File: src/rtl/mis_pkg.sv
package mis_pkg;
	// ****************************************************
	// Register addresses on the microprocessor port
	// ****************************************************
	localparam logic [6:0] ADDR_RESET = 7'h00; // Software reset word
	localparam logic [6:0] ADDR_CONFIG = 7'h01; // Configuration word
	localparam logic [6:0] ADDR_STAT1 = 7'h02; // First status register
	localparam logic [6:0] ADDR_STAT2 = 7'h03; // Second status register
	localparam logic [6:0] ADDR_EN1 = 7'h04; // First enable register
	localparam logic [6:0] ADDR_EN2 = 7'h05; // Second enable register
	localparam logic [6:0] ADDR_ALARM = 7'h07; // Alarmed connection index
	// ****************************************************
	// Field positions and reset values
	// ****************************************************
	localparam int SOFT_RESET_BIT = 15; // Software reset bit
	localparam int CFG_BUSY_POL = 9; // Busy polarity select
	localparam int CFG_DMA_REQUEST_OUT_INV = 8; // DMA request invert
	localparam int CFG_XPOL_LOG = 7; // Excess violation log enable
	localparam int CFG_RDI_LOG = 6; // Remote defect log enable
	localparam int CFG_AIS_LOG = 5; // Alarm signal log enable
	localparam int CFG_POL_LOG = 4; // Violation log enable
	localparam int CFG_CC_LOG = 3; // Continuity log enable
	localparam logic [15:0] CFG_RESET = 16'h0001; // Standby set
	localparam logic [15:0] CFG_MASK = 16'h03ff; // Writable bits
	localparam int S1_SUMMARY = 15; // Second register summary
	localparam int S1_COUNTER_MOVED = 14; // Counter transfer
	localparam int S1_INSRDY = 13; // Insert ready
	localparam int S1_EXTAVL = 12; // Extract available
	localparam int S1_EXTOVR = 11; // Extract overrun
	localparam int S1_QVALID = 10; // Alarm queue non-empty
	localparam int S1_FULL = 9; // Output buffer full
	localparam int S1_PCELL = 8; // Physical layer cell
	localparam int S1_XPOL = 7; // Excess violation
	localparam int S1_RDI = 6; // Remote defect change
	localparam int S1_AIS = 5; // Alarm signal change
	localparam int S1_POL = 4; // Contract violation
	localparam int S1_CC = 3; // Continuity change
	localparam int S1_OAM = 2; // Maintenance cell error
	localparam int S1_HDR = 1; // Header field error
	localparam int S1_UNMATCH = 0; // Unmatched cell
	localparam int S2_SRCH = 9; // Search error
	localparam int S2_SPAR = 4; // SRAM parity, five bits up
	localparam int S2_IPAR = 2; // Input parity, two bits up
	localparam int S2_SOC = 1; // Start-of-cell error
	localparam logic [15:0] EN1_MASK = 16'h7bff; // Writable enables
	localparam logic [15:0] EN2_MASK = 16'h03fe; // Writable enables
	localparam logic [15:0] S1_STORE = 16'h7bff; // Sticky bits only
	// ****************************************************
	// Cell field values and counts
	// ****************************************************
	localparam logic [2:0] OUT_FULL_CELLS = 3'h4; // Buffer capacity
	localparam logic [4:0] CELL_LAST = 5'h1a; // Last word index
	localparam logic [15:0] VCI_BAD_LOW = 16'h0007; // Reserved VCI low
	localparam logic [15:0] VCI_BAD_HIGH = 16'h000f; // Reserved VCI high
	localparam logic [15:0] VCI_VP_RM = 16'h0006; // VP resource mgmt
	localparam logic [2:0] PTI_VCC_BAD = 3'h7; // Illegal VCC PTI
	localparam logic [2:0] PTI_RM = 3'h6; // Resource mgmt PTI
endpackage

File: src/rtl/mis_top.sv
`timescale 1ns/10ps
// Behaviour
// - RDI change logs index when enabled
// - DMA request polarity follows invert bit
// - Busy polarity follows select bit
// - Reading status one clears event bits
// - Search miss or bad RM CRC flags
// - Bad PTI or VCI sets header flag
// - OAM errors flag; option limits to CRC
// - Continuity alarm change sets flag
// - Traffic contract violation sets flag
// - AIS entry or exit sets flag
// - RDI entry or exit sets flag
// - Count MSB set cell flags excess
// - Enabled alarm logs index at the next edge, with its flag
// - Zero VCI with CLP one flags
// - Queue valid bit live, mirrored, not stored
// - Buffer full or FIFO reset flags
// - Extract overrun sets flag
// - Extract cell ready sets flag
// - Insert buffer empty sets flag
// - Counter transfer or overrun sets flag
// - Summary bit tracks second register live
// - Misplaced cell start flags, sets address to one
// - Enabled status drives interrupt low
// - Reading status two clears parity bits
module mis_top
	import mis_pkg::*;
(
	input wire logic sys_clk,
	input wire logic rst,
	input wire logic [6:0] up_addr,
	input wire logic up_rd,
	input wire logic up_wr,
	input wire logic [15:0] up_wdata,
	output logic [15:0] up_rdata,
	output logic alarm_index_pop,
	input wire logic search_miss,
	input wire logic bad_routing,
	input wire logic rm_crc_bad,
	input wire logic hdr_valid,
	input wire logic hdr_vpc,
	input wire logic [2:0] hdr_pti,
	input wire logic [15:0] hdr_vci,
	input wire logic hdr_clp,
	input wire logic oam_cell,
	input wire logic oam_type_bad,
	input wire logic oam_func_bad,
	input wire logic oam_crc_bad,
	input wire logic count_undefined_option,
	input wire logic [15:0] conn_index,
	input wire logic cc_change,
	input wire logic violation,
	input wire logic ais_change,
	input wire logic rdi_change,
	input wire logic excess_hit,
	input wire logic alarm_queue_nonempty,
	input wire logic [2:0] out_buffer_level,
	input wire logic output_fifo_reset,
	input wire logic extract_overrun,
	input wire logic extract_cell_ready,
	input wire logic insert_empty,
	input wire logic counter_moved,
	input wire logic counter_overrun,
	input wire logic [4:0] sram_parity_error_flags,
	input wire logic [1:0] input_parity_error_flags,
	input wire logic search_error,
	input wire logic input_cell_start,
	input wire logic input_word_strobe,
	output logic [4:0] write_address,
	input wire logic dma_request_in,
	input wire logic busy_in,
	output logic dma_request_out,
	output logic busy_out,
	output logic interrupt_out_n
);
	// ****************************************************
	// State
	// ****************************************************
	logic soft_reset; // Software reset bit
	logic [15:0] config_word; // Configuration word
	logic [15:0] enable_one; // First enable register
	logic [15:0] enable_two; // Second enable register
	logic [15:0] status_one; // Sticky first status bits
	logic [15:0] status_two; // Sticky second status bits
	logic [15:0] alarm_index; // Latest alarmed connection
	logic [4:0] word_count; // Write address counter
	logic soc_meta; // Cell start sync stage one
	logic soc_sync; // Cell start sync stage two
	logic ready_d; // Extract ready, last cycle
	logic empty_d; // Insert empty, last cycle
	logic moved_d; // Counter flags, last cycle
	logic next_soft_reset;
	logic [15:0] next_config_word;
	logic [15:0] next_enable_one;
	logic [15:0] next_enable_two;
	logic [15:0] next_status_one;
	logic [15:0] next_status_two;
	logic [15:0] next_alarm_index;
	logic [4:0] next_word_count;
	logic [15:0] next_up_rdata;
	logic next_pop;
	logic next_int_n;
	logic [15:0] event_one; // Events seen this cycle
	logic [15:0] event_two; // Events seen this cycle
	logic [15:0] view_one; // First status as read
	logic block_reset; // Hardware or software reset
	logic rd_one; // Read of first status
	logic rd_two; // Read of second status

	// True when VCI lies in an inclusive range
	function automatic logic vci_in(input logic [15:0] v,
		input logic [15:0] lo, input logic [15:0] hi);
		vci_in = (v >= lo) && (v <= hi);
	endfunction

	// ****************************************************
	// Event decode
	// ****************************************************
	// Collect this cycle's events into register layout
	always_comb
	begin
		event_one = 16'h0000;
		event_one[S1_UNMATCH] = search_miss | bad_routing | rm_crc_bad;
		event_one[S1_HDR] = hdr_valid &
			((!hdr_vpc && hdr_pti == PTI_VCC_BAD) ||
			(hdr_vpc && vci_in(hdr_vci, VCI_BAD_LOW, VCI_BAD_HIGH)) ||
			(hdr_vpc && hdr_vci == VCI_VP_RM && hdr_pti != PTI_RM));
		event_one[S1_OAM] = oam_cell & (oam_crc_bad |
			(~count_undefined_option & (oam_type_bad | oam_func_bad)));
		event_one[S1_CC] = cc_change;
		event_one[S1_POL] = violation;
		event_one[S1_AIS] = ais_change;
		event_one[S1_RDI] = rdi_change;
		event_one[S1_XPOL] = excess_hit;
		event_one[S1_PCELL] = hdr_valid & hdr_clp &
			(hdr_vci == 16'h0000);
		event_one[S1_FULL] = (out_buffer_level >= OUT_FULL_CELLS) |
			output_fifo_reset;
		event_one[S1_EXTOVR] = extract_overrun;
		event_one[S1_EXTAVL] = extract_cell_ready & ~ready_d;
		event_one[S1_INSRDY] = insert_empty & ~empty_d;
		event_one[S1_COUNTER_MOVED] = (counter_moved | counter_overrun) &
			~moved_d;
		event_two = 16'h0000;
		event_two[S2_SRCH] = search_error;
		event_two[S2_SPAR +: 5] = sram_parity_error_flags;
		event_two[S2_IPAR +: 2] = input_parity_error_flags;
		event_two[S2_SOC] = soc_sync & input_word_strobe &
			(word_count != 5'h00);
	end

	// ****************************************************
	// Status, configuration and register port
	// ****************************************************
	// First status with its live bits filled in
	always_comb
	begin
		view_one = status_one;
		view_one[S1_SUMMARY] = |status_two;
		view_one[S1_QVALID] = alarm_queue_nonempty;
	end

	assign block_reset = rst | soft_reset;
	assign rd_one = up_rd && (up_addr == ADDR_STAT1);
	assign rd_two = up_rd && (up_addr == ADDR_STAT2);

	// Next values of registers and outputs
	always_comb
	begin
		next_soft_reset = soft_reset;
		next_config_word = config_word;
		next_enable_one = enable_one;
		next_enable_two = enable_two;
		next_alarm_index = alarm_index;
		next_up_rdata = 16'h0000;
		next_pop = 1'b0;
		// Writes from the microprocessor
		if (up_wr)
		begin
			case (up_addr)
				ADDR_RESET: next_soft_reset = up_wdata[SOFT_RESET_BIT];
				ADDR_CONFIG: next_config_word = up_wdata & CFG_MASK;
				ADDR_EN1: next_enable_one = up_wdata & EN1_MASK;
				ADDR_EN2: next_enable_two = up_wdata & EN2_MASK;
				default: next_soft_reset = soft_reset;
			endcase
		end
		// Read data, sampled before any clear
		if (up_rd)
		begin
			case (up_addr)
				ADDR_RESET: next_up_rdata = {soft_reset, 15'h0000};
				ADDR_CONFIG: next_up_rdata = config_word;
				ADDR_STAT1: next_up_rdata = view_one;
				ADDR_STAT2: next_up_rdata = status_two;
				ADDR_EN1: next_up_rdata = enable_one |
					{5'h00, alarm_queue_nonempty, 10'h000};
				ADDR_EN2: next_up_rdata = enable_two;
				ADDR_ALARM:
				begin
					next_up_rdata = alarm_index;
					next_pop = 1'b1;
				end
				default: next_up_rdata = 16'h0000;
			endcase
		end
		// Sticky bits; a new event beats the clearing read
		next_status_one = ((rd_one ? 16'h0000 : status_one) |
			event_one) & S1_STORE;
		next_status_two = (rd_two ? 16'h0000 : status_two) |
			event_two;
		// Log the connection of any enabled alarm
		if ((cc_change && config_word[CFG_CC_LOG]) ||
			(violation && config_word[CFG_POL_LOG]) ||
			(ais_change && config_word[CFG_AIS_LOG]) ||
			(rdi_change && config_word[CFG_RDI_LOG]) ||
			(excess_hit && config_word[CFG_XPOL_LOG]))
		begin
			next_alarm_index = conn_index;
		end
		// Any enabled status bit pulls the interrupt low
		next_int_n = ~(|(next_status_one & enable_one) |
			|(next_status_two & enable_two));
	end

	// Registers owned by hardware reset only
	always_ff @(posedge sys_clk)
	begin
		if (rst)
		begin
			soft_reset <= 1'b0;
			config_word <= CFG_RESET;
			enable_one <= 16'h0000;
			enable_two <= 16'h0000;
			up_rdata <= 16'h0000;
			alarm_index_pop <= 1'b0;
		end
		else
		begin
			soft_reset <= next_soft_reset;
			config_word <= next_config_word;
			enable_one <= next_enable_one;
			enable_two <= next_enable_two;
			up_rdata <= next_up_rdata;
			alarm_index_pop <= next_pop;
		end
	end

	// Event state, also cleared by software reset
	always_ff @(posedge sys_clk)
	begin
		if (block_reset)
		begin
			status_one <= 16'h0000;
			status_two <= 16'h0000;
			alarm_index <= 16'h0000;
			interrupt_out_n <= 1'b1;
			ready_d <= 1'b0;
			empty_d <= 1'b0;
			moved_d <= 1'b0;
		end
		else
		begin
			status_one <= next_status_one;
			status_two <= next_status_two;
			alarm_index <= next_alarm_index;
			interrupt_out_n <= next_int_n;
			ready_d <= extract_cell_ready;
			empty_d <= insert_empty;
			moved_d <= counter_moved | counter_overrun;
		end
	end

	// ****************************************************
	// Input cell word counter
	// ****************************************************
	// Cell start realigns the counter to the first word
	always_comb
	begin
		next_word_count = word_count;
		if (input_word_strobe)
		begin
			if (soc_sync)
				next_word_count = 5'h01;
			else if (word_count == CELL_LAST)
				next_word_count = 5'h00;
			else
				next_word_count = word_count + 5'h01;
		end
	end

	// Counter, start synchroniser and polarity outputs
	always_ff @(posedge sys_clk)
	begin
		if (block_reset)
		begin
			word_count <= 5'h00;
			soc_meta <= 1'b0;
			soc_sync <= 1'b0;
			dma_request_out <= 1'b0;
			busy_out <= 1'b1;
		end
		else
		begin
			word_count <= next_word_count;
			soc_meta <= input_cell_start;
			soc_sync <= soc_meta;
			dma_request_out <= dma_request_in ^
				config_word[CFG_DMA_REQUEST_OUT_INV];
			busy_out <= busy_in ~^ config_word[CFG_BUSY_POL];
		end
	end

	assign write_address = word_count;
endmodule // mis_top

File: config.mk
export PLATFORM = sky130hd
export DESIGN_NAME = mis_top
export DESIGN_NICKNAME = d
export VERILOG_FILES = /design/src/rtl/mis_pkg.sv /design/src/rtl/mis_top.sv
export SDC_FILE = /design/constraint.sdc
export NUM_CORES = 1
export LEC_CHECK = 0
export ABC_AREA = 1
export BUFFER_PORTS_ARGS = -buffer_cell sky130_fd_sc_hd__buf_2
export CORE_MARGIN = 2
export CORE_UTILIZATION = 56
export DETAILED_ROUTE_END_ITERATION = 6
export PLACE_DENSITY = 0.87
export REMOVE_ABC_BUFFERS = 1
export SYNTH_ARGS = -nofsm -noshare
export SYNTH_HDL_FRONTEND = slang
export SYNTH_SLANG_ARGS = --single-unit
File: constraint.sdc
create_clock -name sys_clk -period 3.2 [get_ports sys_clk]
set_input_delay 0.64 -clock sys_clk [delete_from_list [all_inputs] [get_ports sys_clk]]
set_output_delay 0.64 -clock sys_clk [all_outputs]
set_load 0.005 [all_outputs]
==> results by group, run 1 <==
Hold path
  • Hold depth: 2
  • Min-delay src: soc_meta
  • Hold Path Class: reg2reg
  • Hold endpoint: soc_sync

STA
  • Fmax: 492 MHz
  • Clk_skew: 0.00875 ns
  • Fin crit share: 63.5%
  • Unrepaired setup endpoints after global routing: false
  • Least-Margin Pin Slew: 0.718 ns
  • Final Max Tran Viols: 0
  • # setup viols final: 0
  • Hold WS: 0.422 ns
  • Crit path time final: 2.03 ns
  • Setup TNS: 0 ns
  • Final Hold Viols: 0
  • Relative slew slack: 52.0%

Global route
  • Grt ovf: 0
  • Vias in the first global route: 4298
  • GRT Util Overall: 29.3%
  • Largest net degree at the start of global routing: 25
  • First-pass GRT wire length: 19800 um
  • Number of antenna violations at the first check in global routing: 0

Drt
  • DR vias: 4671
  • 1st-iter DRT viols: 393
  • Final WL: 12900 um
  • Wire per inst: 15.1 um
  • Post-route ant nets: 0
  • DR vias/cell: 5.46
  • First-pass iteration count of the detailed router: 6
  • # DRC: 0

Worst setup path
  • CP cell instances: buf_2 -> inv_1 -> nand2_1 -> nor2_4 -> nand3_2 -> nand2_1 -> nand2_1 -> nand2_1 -> nand2_1 -> nor2_1 -> nand2_1 -> nor2_1 -> nand2_1 -> nand2_1
  • Crit path max-delay family: simple AND/OR/NAND/NOR gates
  • CP Capture Type: register
  • CP Depth: 14
  • Reg-to-Reg End: alarm_index[6]
  • Reg-to-reg critical path startpoint: config_word[6]
  • CP arrival: 2.35 ns
  • Max FO, Critical Path: 13
  • Worst reg2reg path depth: 8
  • Type of origin of the critical path: primary input
  • WP data required: 3.52 ns
  • R2r setup slk: 1.69 ns
  • CP Buf/Inv Count: 2
  • Kind of critical path: in2reg
  • CP max stage cell: nand3_2
  • CP peak stage delay: 0.44 ns
  • Top cell by count, worst path: nand2_1

Clock tree
  • Number of buffers created by CTS: 9
  • Reg clk slew, reported paths: 0.10 ns
  • Hold_buf cts: 0
  • Clock latency on the worst-skew pair: 0.38 ns
  • H-tree levels: 3
  • Total setup buffers inserted after CTS: 0
  • CTS tree: done
  • Clk buf depth: 2
  • # clock sinks: 103
  • CTS resizes: 0
  • CTS Root Cell: clkbuf_8

Die
  • Ports: 125
  • FP Rows: 32
  • Starting Density: 58.3%
  • Chip Width: 93.9 um
  • Chip Height: 93.9 um
  • Core outline area: 7770 um2
  • Die area: 8830 um2

Job
  • Max-Cap Viols: 0

Yosys
  • Synth Flop Type: dfxtp_1
  • Ys async rst share: 0%
  • Commonest cells post-synth: 126 x nand2_1, 103 x dfxtp_1, 96 x inv_1, 70 x a21oi_1, 67 x nor2_1
  • Mapped Area: 4530 um2
  • Post-synth EDFFs: 0
  • Sequential fraction of the synthesis area: 45.5%
  • Mapped Avg Cell Area: 7.18 um2
  • Synth top area cells: dfxtp_1 46%, nand2_1 10%, inv_1 8.0%
  • Synth top area share: 45.5%
  • Synth cell types: 41
  • Post-Syn Instances: 631
  • Cell taking the most area after synthesis: dfxtp_1
  • Count leader, synth: nand2_1
  • Synthesized flop and latch total: 103
  • Yosys Warn Count: 0

Pwr
  • Tot Pwr: 2.50 mW
  • Power per cell area: 459 nW/um2
  • P_leak: 2.50 nW
  • VDD IR max: 256 uV

Finish
  • Share of layout cells above drive strength 1: 22.1%
  • Post-route cell area: 5450 um2
  • Antenna cells: 0
  • Layout area overhead: 20.2%
  • Nets@finish: 852

Place
  • Routability cong.: 0.950
  • Placed instance area: 5200 um2
  • Number of port buffers: 121
  • Post-DP HPWL: 9220 um

Status
  • Run status: finished, final reports clean
[report_power, final]
group | leakage [nW] | internal (mW) | switching (mW)
combinational | 1.54 | 0.0879 | 0.125
sequential | 0.839 | 1.31 | 0.0181
clock | 0.119 | 0.506 | 0.450
[stage by stage]
step | instances | util (%) | worst slack, ns
after floorplan | 610 | - | 0.907
after detailed placement | 840 | 67.0 | 0.780
after global routing | 856 | 70.1 | 1.02
after global placement | 840 | 67.0 | 0.789
after CTS | 856 | 70.1 | 1.17
final | 856 | 70.1 | 1.17
[routing by layer]
layer  vias up  wire [um]  global-route usage, %  share of wire [%]
met1      2098       5000                   34.4                 39
met3        42       1090                   5.78                8.4
li1       2271          -                      -                  -
met2       260       6450                   52.3                 50
met5         -          0                      0                  0
met4         0        362                   11.5                2.8
[worst max-delay path by stage]
| stage | from | end |
|---|---|---|
| global route | up_addr[5] | interrupt_out_n |
| CTS | up_addr[4] | interrupt_out_n |
| global placement | up_addr[4] | interrupt_out_n |
| floorplan | up_addr[4] | enable_one[14] |
| finish | up_addr[4] | interrupt_out_n |
| detailed placement | up_addr[4] | interrupt_out_n |
[sequential cells by signal (all words and copies together) (netlist names), 5 cells and up]
signal         flops
up_rdata          16
enable_two         9
write_address      5
status_one        14
status_two         9
config_word       10
alarm_index       16
enable_one        14
[kinds of logic after synthesis]
kind of cell             share of synthesized area, %
AO/OA/AOI/OAI                                    19.7
XOR/XNOR                                        0.387
adder cells (fa/ha/maj)                         0.829
buffers and inverters                            10.7
flip-flops                                       45.5
AND/OR/NAND/NOR                                  22.9
[area by class of cell]
| type | count | area [um2] |
|---|---|---|
| Fill cell | 666 | 2320 |
| Sequential cell | 103 | 2060 |
| Multi-Input combinational cell | 408 | 1980 |
| Timing Repair Buffer | 128 | 658 |
| Inverter | 99 | 372 |
| Clock buffer | 12 | 165 |
| Tap cell | 102 | 128 |
| Clock inverter | 4 | 76.3 |
[layout by cell type, fill, tap and decap left out, types with 8 or more instances in the layout]
master,n
nand2_1,126
nand2_2,10
inv_1,96
buf_2,121
dfxtp_1,103
o21ai_0,44
a211oi_1,9
nor2_1,67
o22ai_1,20
a21oi_1,70
clkbuf_8,12
nand3_1,17
nor3_1,8
[worst register-to-register path, stage by stage (launching register included)]
cell and delay (ns):
dfxtp_1 0.32, inv_1 0.06, o22ai_1 0.17, a21oi_1 0.07, nand2_1 0.23, clkinv_1 0.13, buf_4 0.21, o21ai_0 0.17
a21oi_1 0.05
No activity file was read; power rests on OpenSTA's default activity.
==> run 2: changes to the inputs <==
- ABC_AREA: 1 -> 0
- CORE_UTILIZATION: 56 -> 52
- PLACE_DENSITY: 0.87 -> 0.82
- clock period: 3.2 -> 2.1 ns (I/O delays scaled with it)
==> results by group, run 2 <==
Hold path
  • Hold Path Class: in2reg (was reg2reg)

Worst setup path
  • CP peak stage delay: 0.59 ns (was 0.44 ns)
  • CP cell instances: inv_1 -> ha_1 -> or4b_2 -> a32oi_1 -> o2111ai_1 -> o21ai_1 (was buf_2 -> inv_1 -> nand2_1 -> nor2_4 -> nand3_2 -> nand2_1 -> nand2_1 -> nand2_1 -> nand2_1 -> nor2_1 -> nand2_1 -> nor2_1 -> nand2_1 -> nand2_1)
  • CP Capture Type: register (unchanged)
  • Kind of critical path: reg2reg (was in2reg)
  • Max FO, Critical Path: 5 (was 13)
  • Type of origin of the critical path: register (was primary input)
  • CP max stage cell: or4b_2 (was nand3_2)
  • CP arrival: 2.18 ns (was 2.35 ns)
  • WP data required: 2.42 ns (was 3.52 ns)

STA
  • Setup TNS: 0 ns (unchanged)
  • Final Hold Viols: 0 (unchanged)
  • Fmax: 536 MHz
  • Unrepaired setup endpoints after global routing: false (unchanged)
  • Crit path time final: 1.87 ns
  • Clk_skew: 0.0148 ns (was 0.00875 ns)
  • Relative slew slack: 37.1% (was 52.0%)
  • Final Max Tran Viols: 0 (unchanged)
  • # setup viols final: 0 (unchanged)
  • Least-Margin Pin Slew: 0.944 ns (was 0.718 ns)
  • Fin crit share: 88.9%

Finish
  • Most frequent cells in the layout: 121 x buf_2, 103 x dfxtp_1, 66 x nor2_1 (was 126 x nand2_1, 121 x buf_2, 103 x dfxtp_1)
  • Final Util: 65.3% (was 70.1%)
  • Commonest non-fill, non-tap cell in the layout: buf_2 (was nand2_1)
  • Nets@finish: 725 (was 852)
  • Layout area overhead: 20.6% (was 20.2%)
  • Antenna cells: 0 (unchanged)
  • Share of layout cells above drive strength 1: 28.8% (was 22.1%)
  • Largest regs: alarm_index x16, up_rdata x16 (unchanged)

Clock tree
  • Clk buf depth: 2 (unchanged)
  • CTS Root Cell: clkbuf_8 (unchanged)
  • Clock latency on the worst-skew pair: 0.37 ns (was 0.38 ns)
  • Hold_buf cts: 0 (unchanged)
  • Number of buffers created by CTS: 9 (unchanged)
  • H-tree levels: 3 (unchanged)
  • CTS resizes: 0 (unchanged)
  • Total setup buffers inserted after CTS: 0 (unchanged)
  • CTS tree: done (unchanged)
  • Reg clk slew, reported paths: 0.10 ns (about the same)
  • # clock sinks: 103 (unchanged)

Pwr
  • Clock power frac: 35.1% (was 38.2%)
  • Power share of the combinational group: 8.6% (was 8.5%)
  • Switching Share: 24.8% (was 23.7%)
  • Sequential share of power: 56.3% (was 53.2%)
  • P_leak: 2.23 nW (was 2.50 nW)
  • Cell Int Power: 2.72 mW (was 1.91 mW)
  • VDD IR max: 400 uV (was 256 uV)
  • Sw Pwr: 0.896 mW (was 0.593 mW)
  • Power per cell area: 670 nW/um2 (was 459 nW/um2)

Yosys
  • Count leader, synth: dfxtp_1 (was nand2_1)
  • Mapped Avg Cell Area: 8.93 um2 (was 7.18 um2)
  • Post-synth EDFFs: 0 (unchanged)
  • Synthesized flop and latch total: 103 (unchanged)
  • Synth top area share: 46.1% (was 45.5%)
  • Yosys Warn Count: 0 (unchanged)
  • Sequential fraction of the synthesis area: 46.1% (was 45.5%)
  • Synth cell types: 55 (was 41)
  • Cell taking the most area after synthesis: dfxtp_1 (unchanged)
  • Mapped Area: 4470 um2 (was 4530 um2)
  • Synth Flop Type: dfxtp_1 (unchanged)
  • Post-Syn Instances: 501 (was 631)
  • Synth top area cells: dfxtp_1 46%, mux2i_1 5.8%, a21oi_1 5.7% (was dfxtp_1 46%, nand2_1 10%, inv_1 8.0%)
  • Ys async rst share: 0% (unchanged)
  • Commonest cells post-synth: 103 x dfxtp_1, 66 x nor2_1, 51 x a21oi_1, 45 x nand2_1, 33 x a22oi_1 (was 126 x nand2_1, 103 x dfxtp_1, 96 x inv_1, 70 x a21oi_1, 67 x nor2_1)

Global route
  • GRT Util Overall: 29.2% (was 29.3%)
  • Largest net degree at the start of global routing: 46 (was 25)
  • Vias in the first global route: 4422 (was 4298)
  • Grt ovf: 0 (unchanged)
  • First-pass GRT wire length: 21700 um (was 19800 um)
  • Number of antenna violations at the first check in global routing: 0 (unchanged)

Drt
  • # DRC: 0 (unchanged)
  • Wire per inst: 18.8 um (was 15.1 um)
  • DR vias: 4492 (was 4671)
  • Post-route ant nets: 0 (unchanged)
  • DR vias/cell: 6.15 (was 5.46)
  • First-pass iteration count of the detailed router: 5 (was 6)
  • 1st-iter DRT viols: 514 (was 393)
  • Final WL: 13800 um (was 12900 um)

Place
  • Number of port buffers: 121 (unchanged)
  • Routability cong.: 0.989 (was 0.950)
  • Post-DP HPWL: 9990 um (was 9220 um)

Die
  • Chip Width: 96.7 um (was 93.9 um)
  • FP Rows: 33 (was 32)
  • Chip Height: 96.7 um (was 93.9 um)
  • Die area: 9360 um2 (was 8830 um2)
  • Ports: 125 (unchanged)
  • Starting Density: 54.2% (was 58.3%)
  • Core outline area: 8260 um2 (was 7770 um2)

Status
  • Run status: finished, final reports clean (unchanged)

Job
  • Max-Cap Viols: 0 (unchanged)
run 2: cell families after synthesis:
logic type | Yosys count | synth area share [%]
mux | 31 | 7.08
buf+inv | 40 | 4.78
simple gates | 188 | 20.3
fa+ha+maj | 3 | 0.839
flops | 103 | 46.1
compound gates | 134 | 20.5
xor+xnor | 2 | 0.392
run 2: final timing paths:
path	from	to	slack, ns	depth (start not counted)
min	input_cell_start	soc_meta	0.26	2
max	write_address[1]	interrupt_out_n	0.23	6
min reg2reg	soc_meta	soc_sync	0.45	1
max reg2reg	write_address[1]	interrupt_out_n	0.23	6
run 2: layout make-up:
type / instances / area, um2
multi-input cells: 358 / 2200
inverters: 7 / 26.3
flip-flops and latches: 103 / 2060
repair buffers: 143 / 783
fillers: 707 / 2860
clock buffers: 10 / 138
well taps: 105 / 131
clock inverters: 5 / 57.6
run 2: metal layers:
| layer | up-vias | track usage, % | wire [um] |
|---|---|---|---|
| met5 | - | 0 | 0 |
| met4 | 0 | 14.4 | 541 |
| met3 | 51 | 5.85 | 1340 |
| met2 | 294 | 47.8 | 6380 |
| met1 | 2068 | 36.8 | 5520 |
| li1 | 2079 | - | - |
run 2: metrics by stage:
step | instance area [um2] | cells | hold WS [ns] | setup WS (ns) | power [mW]
CTS | 5400 | 731 | 0.248 | 0.235 | 3.61
detailed placement | 5200 | 716 | 0.436 | 0.0575 | 2.38
global placement | 5200 | 716 | 0.420 | 0.114 | 2.37
floorplan | 4290 | 468 | 0.406 | -0.0179 | 2.18
finish | 5400 | 731 | 0.260 | 0.233 | 3.61
global route | 5400 | 731 | 0.251 | 0.144 | 3.72
run 2: power by group through the flow:
stage,clock (mW),combinational [mW],sequential (mW)
2_1_floorplan,0,0.114,2.07
3_3_place_gp,0,0.293,2.08
3_5_place_dp,0,0.303,2.08
4_1_cts,1.27,0.306,2.03
5_1_grt,1.34,0.338,2.04
6_report,1.27,0.311,2.04
run 2: worst max-delay path: cells and delay by family (launching register included):
family / cells / cell delay [ns]
AOI/OAI and AO/OA: 3 / 0.61
adders and majority gates: 1 / 0.14
buffers and inverters: 1 / 0.10
DFF: 1 / 0.37
and+or+nand+nor: 1 / 0.59
